--- src/design/fosf_pkg.sv ---
// Package with pin, command and timing constants for the flash status controller.
package fosf_pkg;
    localparam int unsigned CLK_MHZ          = 10;
    localparam int unsigned ACCESS_NS        = 200;
    localparam int unsigned ACCESS_CYC       = (ACCESS_NS * CLK_MHZ + 999) / 1000;
    localparam int unsigned RECOVER_NS       = 100;
    localparam int unsigned RECOVER_CYC      = (RECOVER_NS * CLK_MHZ + 999) / 1000;
    localparam int unsigned CNT_W            = 8;
    localparam int unsigned ADDR_W           = 19;
    localparam int unsigned DATA_W           = 16;
    localparam int unsigned POLLING_BIT_POS  = 7;
    localparam int unsigned TOGGLE_ONE_POS   = 6;
    localparam int unsigned TIMEOUT_POS      = 5;
    localparam int unsigned WINDOW_POS       = 3;
    localparam int unsigned TOGGLE_TWO_POS   = 2;
    localparam logic [7:0]  CMD_RESET        = 8'hf0;
    localparam logic [1:0]  RES_DONE         = 2'h0;
    localparam logic [1:0]  RES_FAIL         = 2'h1;
    localparam logic [1:0]  RES_REFUSED      = 2'h2;

    typedef enum logic [2:0] {
        FOSF_IDLE    = 3'b000,
        FOSF_SETUP   = 3'b001,
        FOSF_STROBE  = 3'b011,
        FOSF_RECOVER = 3'b010,
        FOSF_DECIDE  = 3'b110
    } fosf_state_type;

    typedef enum logic [1:0] {
        FOSF_OP_WRITE = 2'h0,
        FOSF_OP_READ  = 2'h1,
        FOSF_OP_POLL  = 2'h2,
        FOSF_OP_CHECK = 2'h3
    } fosf_op_type;
endpackage : fosf_pkg

--- src/design/fosf_bus_cycle.sv ---
// One asynchronous flash bus cycle (read or write) timed in clock cycles.
`timescale 1ns/1ps
`default_nettype none
module fosf_bus_cycle (
    input  wire logic                        clk,
    input  wire logic                        reset_n,
    input  wire logic                        clk_en,
    input  wire logic                        start,
    input  wire logic                        is_write,
    input  wire logic [fosf_pkg::ADDR_W-1:0] addr,
    input  wire logic [fosf_pkg::DATA_W-1:0] wdata,
    input  wire logic                        byte_mode,
    output logic                             done,
    output logic [fosf_pkg::DATA_W-1:0]      rdata,
    output logic [fosf_pkg::ADDR_W-1:0]      flash_addr,
    output logic                             low_address_bit_o,
    output logic                             chip_enable_n,
    output logic                             output_enable_n,
    output logic                             write_enable_n,
    input  wire logic [fosf_pkg::DATA_W-1:0] dq_i,
    output logic [fosf_pkg::DATA_W-1:0]      dq_o,
    output logic [fosf_pkg::DATA_W-1:0]      dq_oe
);
    fosf_pkg::fosf_state_type   state_q;
    logic [fosf_pkg::CNT_W-1:0] cnt_q;
    logic                       wr_q;

    assign done = (state_q == fosf_pkg::FOSF_RECOVER) && (cnt_q == '0) && clk_en;

    always_ff @(posedge clk or negedge reset_n) begin
        if (!reset_n) begin
            state_q           <= fosf_pkg::FOSF_IDLE;
            cnt_q             <= '0;
            wr_q              <= 1'b0;
            rdata             <= '0;
            flash_addr        <= '0;
            low_address_bit_o <= 1'b0;
            chip_enable_n     <= 1'b1;
            output_enable_n   <= 1'b1;
            write_enable_n    <= 1'b1;
            dq_o              <= '0;
            dq_oe             <= '0;
        end else if (clk_en) begin
            case (state_q)
                fosf_pkg::FOSF_IDLE: begin
                    if (start) begin
                        wr_q              <= is_write;
                        flash_addr        <= addr;
                        low_address_bit_o <= byte_mode & wdata[fosf_pkg::DATA_W-1];
                        // In byte mode the top data pin carries the lowest address bit.
                        dq_oe             <= {byte_mode, {(fosf_pkg::DATA_W-1){is_write}}};
                        if (is_write) begin
                            // Commands always sit on the low byte.
                            dq_o <= byte_mode ? {8'h00, wdata[7:0]} : wdata;
                        end
                        chip_enable_n   <= 1'b0;
                        cnt_q           <= fosf_pkg::CNT_W'(fosf_pkg::ACCESS_CYC);
                        state_q         <= fosf_pkg::FOSF_STROBE;
                    end
                end
                fosf_pkg::FOSF_STROBE: begin
                    write_enable_n  <= ~wr_q;
                    output_enable_n <= wr_q;
                    if (cnt_q == '0) begin
                        if (!wr_q) begin
                            rdata <= byte_mode ? {8'h00, dq_i[7:0]} : dq_i;
                        end
                        // Chip enable stays low one more cycle so the strobe edge is seen selected.
                        write_enable_n  <= 1'b1;
                        output_enable_n <= 1'b1;
                        cnt_q           <= fosf_pkg::CNT_W'(fosf_pkg::RECOVER_CYC);
                        state_q         <= fosf_pkg::FOSF_RECOVER;
                    end else begin
                        cnt_q <= cnt_q - 1'b1;
                    end
                end
                fosf_pkg::FOSF_RECOVER: begin
                    // Both strobes stay high here, so address may change.
                    dq_oe         <= '0;
                    chip_enable_n <= 1'b1;
                    if (cnt_q == '0) begin
                        state_q <= fosf_pkg::FOSF_IDLE;
                    end else begin
                        cnt_q <= cnt_q - 1'b1;
                    end
                end
                default: state_q <= fosf_pkg::FOSF_IDLE;
            endcase
        end
    end
endmodule : fosf_bus_cycle
`default_nettype wire

--- src/design/fosf_host.sv ---
// Host controller that writes flash commands and tracks operation status bits.
`timescale 1ns/1ps
`default_nettype none
module fosf_host (
    input  wire logic                        clk,
    input  wire logic                        reset_n,
    input  wire logic                        clk_en,
    input  wire logic                        req_valid,
    output logic                             req_ready,
    input  wire logic [1:0]                  req_op,
    input  wire logic                        req_is_program,
    input  wire logic [fosf_pkg::ADDR_W-1:0] req_addr,
    input  wire logic [fosf_pkg::DATA_W-1:0] req_data,
    input  wire logic                        byte_mode,
    output logic                             resp_valid,
    output logic [1:0]                       resp_code,
    output logic [fosf_pkg::DATA_W-1:0]      resp_data,
    output logic                             window_open,
    output logic [fosf_pkg::ADDR_W-1:0]      flash_addr,
    output logic                             low_address_bit_o,
    output logic                             low_address_bit_oe,
    output logic                             chip_enable_n,
    output logic                             output_enable_n,
    output logic                             write_enable_n,
    output logic                             width_select_n,
    input  wire logic [fosf_pkg::DATA_W-1:0] dq_i,
    output logic [fosf_pkg::DATA_W-1:0]      dq_o,
    output logic [fosf_pkg::DATA_W-1:0]      dq_oe,
    input  wire logic                        ready_busy_n
);
    typedef enum logic [2:0] {
        FOSF_H_IDLE  = 3'b000,
        FOSF_H_CYC   = 3'b001,
        FOSF_H_READ2 = 3'b011,
        FOSF_H_EVAL  = 3'b010,
        FOSF_H_RESET = 3'b110,
        FOSF_H_WIN2  = 3'b111
    } fosf_hstate_type;

    fosf_hstate_type            hstate_q;
    fosf_pkg::fosf_op_type      op_q;
    logic [fosf_pkg::ADDR_W-1:0] addr_q;
    logic [fosf_pkg::DATA_W-1:0] data_q;
    logic [7:0]                 first_q;
    logic                       rechecked_q;
    logic                       win_before_q;
    logic                       cyc_start;
    logic                       cyc_write;
    logic [fosf_pkg::DATA_W-1:0] cyc_wdata;
    logic                       cyc_done;
    logic [fosf_pkg::DATA_W-1:0] cyc_rdata;
    logic [fosf_pkg::DATA_W-1:0] dq_oe_raw;

    function automatic logic toggled(input logic [7:0] a, input logic [7:0] b);
        toggled = a[fosf_pkg::TOGGLE_ONE_POS] ^ b[fosf_pkg::TOGGLE_ONE_POS];
    endfunction : toggled

    assign req_ready          = (hstate_q == FOSF_H_IDLE);
    assign width_select_n     = ~byte_mode;
    assign low_address_bit_oe = dq_oe_raw[fosf_pkg::DATA_W-1] & byte_mode;
    assign dq_oe              = byte_mode ? {1'b0, 7'h00, dq_oe_raw[7:0]} : dq_oe_raw;
    assign cyc_start          = (hstate_q == FOSF_H_CYC) || (hstate_q == FOSF_H_READ2)
                             || (hstate_q == FOSF_H_RESET) || (hstate_q == FOSF_H_WIN2);
    assign cyc_write          = (hstate_q == FOSF_H_RESET)
                             || ((hstate_q == FOSF_H_CYC) && (op_q == fosf_pkg::FOSF_OP_WRITE));
    assign cyc_wdata          = (hstate_q == FOSF_H_RESET)
                             ? {8'h00, fosf_pkg::CMD_RESET} : data_q;

    fosf_bus_cycle u_cycle (
        .clk               (clk),
        .reset_n           (reset_n),
        .clk_en            (clk_en),
        .start             (cyc_start),
        .is_write          (cyc_write),
        .addr              (addr_q),
        .wdata             (cyc_wdata),
        .byte_mode         (byte_mode),
        .done              (cyc_done),
        .rdata             (cyc_rdata),
        .flash_addr        (flash_addr),
        .low_address_bit_o (low_address_bit_o),
        .chip_enable_n     (chip_enable_n),
        .output_enable_n   (output_enable_n),
        .write_enable_n    (write_enable_n),
        .dq_i              (dq_i),
        .dq_o              (dq_o),
        .dq_oe             (dq_oe_raw)
    );

    always_ff @(posedge clk or negedge reset_n) begin
        if (!reset_n) begin
            hstate_q     <= FOSF_H_IDLE;
            op_q         <= fosf_pkg::FOSF_OP_WRITE;
            addr_q       <= '0;
            data_q       <= '0;
            first_q      <= '0;
            rechecked_q  <= 1'b0;
            win_before_q <= 1'b0;
            resp_valid   <= 1'b0;
            resp_code    <= fosf_pkg::RES_DONE;
            resp_data    <= '0;
            window_open  <= 1'b0;
        end else if (clk_en) begin
            resp_valid <= 1'b0;
            case (hstate_q)
                FOSF_H_IDLE: begin
                    if (req_valid) begin
                        op_q        <= fosf_pkg::fosf_op_type'(req_op);
                        addr_q      <= req_addr;
                        data_q      <= req_data;
                        // A new poll always begins from the first read.
                        rechecked_q <= 1'b0;
                        hstate_q    <= FOSF_H_CYC;
                        if (fosf_pkg::fosf_op_type'(req_op) == fosf_pkg::FOSF_OP_WRITE
                            && req_is_program && !ready_busy_n) begin
                            // Busy device would drop it anyway.
                            resp_code  <= fosf_pkg::RES_REFUSED;
                            resp_valid <= 1'b1;
                            hstate_q   <= FOSF_H_IDLE;
                        end
                    end
                end
                FOSF_H_CYC: begin
                    if (cyc_done) begin
                        first_q   <= cyc_rdata[7:0];
                        resp_data <= cyc_rdata;
                        window_open <= ~cyc_rdata[fosf_pkg::WINDOW_POS];
                        win_before_q <= cyc_rdata[fosf_pkg::WINDOW_POS];
                        case (op_q)
                            fosf_pkg::FOSF_OP_POLL:  hstate_q <= FOSF_H_READ2;
                            fosf_pkg::FOSF_OP_CHECK: hstate_q <= FOSF_H_WIN2;
                            default: begin
                                resp_code  <= fosf_pkg::RES_DONE;
                                resp_valid <= 1'b1;
                                hstate_q   <= FOSF_H_IDLE;
                            end
                        endcase
                    end
                end
                FOSF_H_WIN2: begin
                    if (cyc_done) begin
                        resp_data   <= cyc_rdata;
                        window_open <= ~cyc_rdata[fosf_pkg::WINDOW_POS];
                        // Flag set on the second look: the erase may not have been taken.
                        resp_code   <= (cyc_rdata[fosf_pkg::WINDOW_POS] && !win_before_q)
                                     ? fosf_pkg::RES_REFUSED : fosf_pkg::RES_DONE;
                        resp_valid  <= 1'b1;
                        hstate_q    <= FOSF_H_IDLE;
                    end
                end
                FOSF_H_READ2: begin
                    if (cyc_done) begin
                        resp_data <= cyc_rdata;
                        if (!toggled(first_q, cyc_rdata[7:0])) begin
                            resp_code  <= fosf_pkg::RES_DONE;
                            resp_valid <= 1'b1;
                            hstate_q   <= FOSF_H_IDLE;
                        end else if (cyc_rdata[fosf_pkg::TIMEOUT_POS] && !rechecked_q) begin
                            first_q     <= cyc_rdata[7:0];
                            rechecked_q <= 1'b1;
                        end else if (rechecked_q) begin
                            hstate_q <= FOSF_H_RESET;
                        end else begin
                            first_q <= cyc_rdata[7:0];
                        end
                    end
                end
                FOSF_H_RESET: begin
                    if (cyc_done) begin
                        resp_code  <= fosf_pkg::RES_FAIL;
                        resp_valid <= 1'b1;
                        hstate_q   <= FOSF_H_IDLE;
                    end
                end
                default: hstate_q <= FOSF_H_IDLE;
            endcase
        end
    end
endmodule : fosf_host
`default_nettype wire

--- config.mk ---
export PLATFORM = sky130hd
export DESIGN_NAME = fosf_host
export DESIGN_NICKNAME = d
export VERILOG_FILES = /design/src/design/fosf_pkg.sv /design/src/design/fosf_bus_cycle.sv /design/src/design/fosf_host.sv
export SDC_FILE = /design/constraint.sdc
export NUM_CORES = 1
export LEC_CHECK = 0
export BUFFER_PORTS_ARGS = -buffer_cell sky130_fd_sc_hd__clkbuf_2
export CAP_MARGIN = 20
export CORE_MARGIN = 1.5
export CORE_UTILIZATION = 45
export CTS_BUF_LIST = sky130_fd_sc_hd__clkbuf_4 sky130_fd_sc_hd__clkbuf_8
export DETAILED_ROUTE_END_ITERATION = 10
export PLACE_DENSITY = 0.72
export SYNTH_ARGS = -nofsm -noshare
export SYNTH_HDL_FRONTEND = slang
export SYNTH_SLANG_ARGS = --single-unit
--- constraint.sdc ---
create_clock -name clk -period 2.2 [get_ports clk]
set_input_delay 0.11 -clock clk [delete_from_list [all_inputs] [get_ports clk]]
set_output_delay 0.11 -clock clk [all_outputs]
set_load 0.05 [all_outputs]
==> results.ini <==
[run_status]
status=complete, no violations

[placement]
dp.cells=788
place_ws_ps=-17.7
dp_hpwl_um=9370
place_congestion=0.868
portBuffers=137
placed_area_sq_mm=0.00669

[layout]
fin_nets=751
drive_above_1_share_pct=40.3
final_util_pct=60.2
fillers=1009
antenna_cells=0
fin_cells=871
area_growth_pct=31.4
final_area_sq_mm=0.00757

[timing]
worst_slack_ps=13.6
fin_crit_sh_pct=99.4
worst_pin_slew_ps=556
slew_headroom_pct=62.9
hold_viol=0
setup_viol=0
fin_worst_skew_ps=8.90
period_minus_slack_ps=2190
max_freq_mhz=457
rsz0062_at_grt=true
drv_slew=0

[drt]
num_vias=4428
routed-wl-met2_um=6980
drt-initial-drc-count=179
top_layer_used=met4
antenna_left=0
wirelength_met1_um=5840
drcViolationCount=0
wl_um=13800
wl_met3_um=810
avgRoutedWirePerCell_um=15.8
vias_per_cell=5.08
firstDrtPassIters=5

[global_routing]
grt_pass1_vias=4433
grt-ovfl-total=0
grt_max_degree=60
antenna_found_initial=0
grt_pass1_wl_um=21900
track_usage_pct=21.3

[clock_tree]
cts_buffers=17
clockBufferDepth=2
clkSinkCount=131
ctsHtreeMaxLevel=4
cts_tree=built
clock_latency_ps=440
cts.clk_slew.worst_paths_ps=70
clockRootBuffer=clkbuf_8

[setup_path]
crit_path_start_kind=register
worstSetupEndpointType=register
crit_path_max_fanout=8
path_cells=inv_2 > ha_4 > or4b_4 > nor4_4 > and3_4 > clkbuf_16 > mux2_4
cp_slowest_cell=or4b_4
path_class=reg2reg
slowest_delay_ps=500
r2r_cells=7
worst_ep_arrival_time_ps=2510
required_ps=2520

[floorplanning]
dieWidth_um=116
ios=138
dieHeight_um=116
rows=41
die_area_sq_mm=0.0135
start_util_pct=45.8
core_sq_mm=0.0126

[hold_path]
hold_class=in2reg
holdPathStages=3

[pwr]
finalPower_uw=10600
powerDensity_mw_per_mm2=1400
p_leak_uw=0.00381
ir_worst_vdd_uv=838

[flow_run]
cap_viol_max_count=0

[synth]
synth.cell_area_sq_mm=0.00576
synth_most_common_cell=dfrtp_1
synth_seq_area_share_pct=57.0
syn_nets=557
synth_cell_types=46
syn_inst=493
synthDominantCellAreaShare_pct=55.6
synthTopCellsByCount=dfrtp_1, nand2_1, mux2_2
synth.area.top_cells=dfrtp_1, mux2_2, nand2_1
synth-seq-cells=131
async_flop_share_pct=100
synth.avg_cell_area_sq_um=11.7
yosys_most_used_dff=dfrtp_1
yosysWarnings=0
synth_edf_count=0
synth_top_area_cell=dfrtp_1

## worst max-delay path, delay by kind of cell (launching register included)
family | cells | cell delay (ps)
mux | 1 | 300
simple gates | 3 | 950
buf+inv | 2 | 260
flops | 1 | 400
fa+ha+maj | 1 | 150
## power breakdown
part	switching (uW)	internal [uW]	total, uW
Combinational	3210	1620	4830
Sequential	629	3380	4010
Clock	895	892	1790
Total	4730	5890	10600
## kinds of logic (layout without fill, tap and decap cells)
group           Yosys count  count (layout)  synth area share, %
simple gates            145             145                 12.7
flops                   131             131                 57.0
mux                      79              79                 15.9
buf+inv                  67             273                 5.86
compound gates           66              66                 7.56
fa+ha+maj                 4               4                0.869
xor+xnor                  1               1                0.152
## per-stage QoR
| stage | hold WS [ps] | setup TNS, ps |
|---|---|---|
| 2_1_floorplan | -186 | 0 |
| 4_1_cts | 12.9 | -25.9 |
| 6_report | 39.4 | 0 |
| 3_3_place_gp | 115 | 0 |
| 3_5_place_dp | 121 | -45.5 |
| 5_1_grt | 32.6 | -475 |
## path summary, 6_finish.rpt
path	from	end	slack, ps
max in group asynchronous	reset_n	u_cycle.rdata[3]	1310
min in group asynchronous	reset_n	addr_q[4]	210
min	dq_i[12]	u_cycle.rdata[12]	40
max reg2reg	u_cycle.cnt_q[1]	resp_data[11]	10
min reg2reg	addr_q[14]	u_cycle.flash_addr[14]	460
max	u_cycle.cnt_q[1]	resp_data[11]	10
## registers in the layout, summed over array words and instances, names as in the netlist, 2 cells and up
name	cells
addr_q	19
data_q	16
hstate_q	3
op_q	2
resp_code	2
resp_data	16
u_cycle.cnt_q	8
u_cycle.dq_o	16
u_cycle.dq_oe	2
u_cycle.flash_addr	19
u_cycle.rdata	16
u_cycle.state_q	2
## metal layers
metal | vias up | GRT usage (%)
li1 | 2081 | -
met1 | 2191 | 27.7
met2 | 138 | 34.3
met3 | 18 | 6.54
met4 | 0 | 6.83
met5 | - | 0
## cells in the final DEF (no fill, tap or decap), drive strengths merged, types with 2 or more instances in the layout
cell / netlist / final
and2: 3 / 3
a221oi: 2 / 2
o31ai: 9 / 9
nand2b: 4 / 4
or3: 3 / 3
nand4: 9 / 9
mux2i: 8 / 8
a21oi: 14 / 14
nor2: 8 / 8
nor2b: 10 / 10
nand3b: 2 / 2
buf: 24 / 29
ha: 4 / 4
clkbuf: 15 / 156
nor3b: 2 / 2
dfstp: 3 / 3
or4: 8 / 8
clkinv: 0 / 9
o21ai: 20 / 20
nand2: 78 / 78
a22oi: 3 / 3
o41ai: 2 / 2
nand3: 6 / 6
mux2: 71 / 71
inv: 28 / 28
dlygate4sd3: 0 / 48
clkinvlp: 0 / 2
and3: 4 / 4
nor4b: 3 / 3
dfrtp: 128 / 128
a21o: 5 / 5
a31oi: 6 / 6
nor3: 2 / 2
## layout make-up
| type | count | area (sq um) | area share (%) |
|---|---|---|---|
| timing repair buffer | 214 | 1460 | 19.3 |
| clock inverter | 12 | 91.3 | 1.21 |
| clock buffer | 19 | 249 | 3.29 |
| tap | 172 | 215 | 2.84 |
| multi-input combinational | 295 | 2160 | 28.6 |
| inverter | 28 | 109 | 1.44 |
| sequential | 131 | 3280 | 43.4 |
## what timing repair did
action                                  CTS  global route
gates resized for setup                   1             1
endpoints found under the setup margin    6            36
gates cloned                              0             1
pin swaps                                 0             1
endpoints found under the hold margin   101             0
setup buffers                             0             3
hold buffers                             48             0
(Power assumes the default switching activity.)
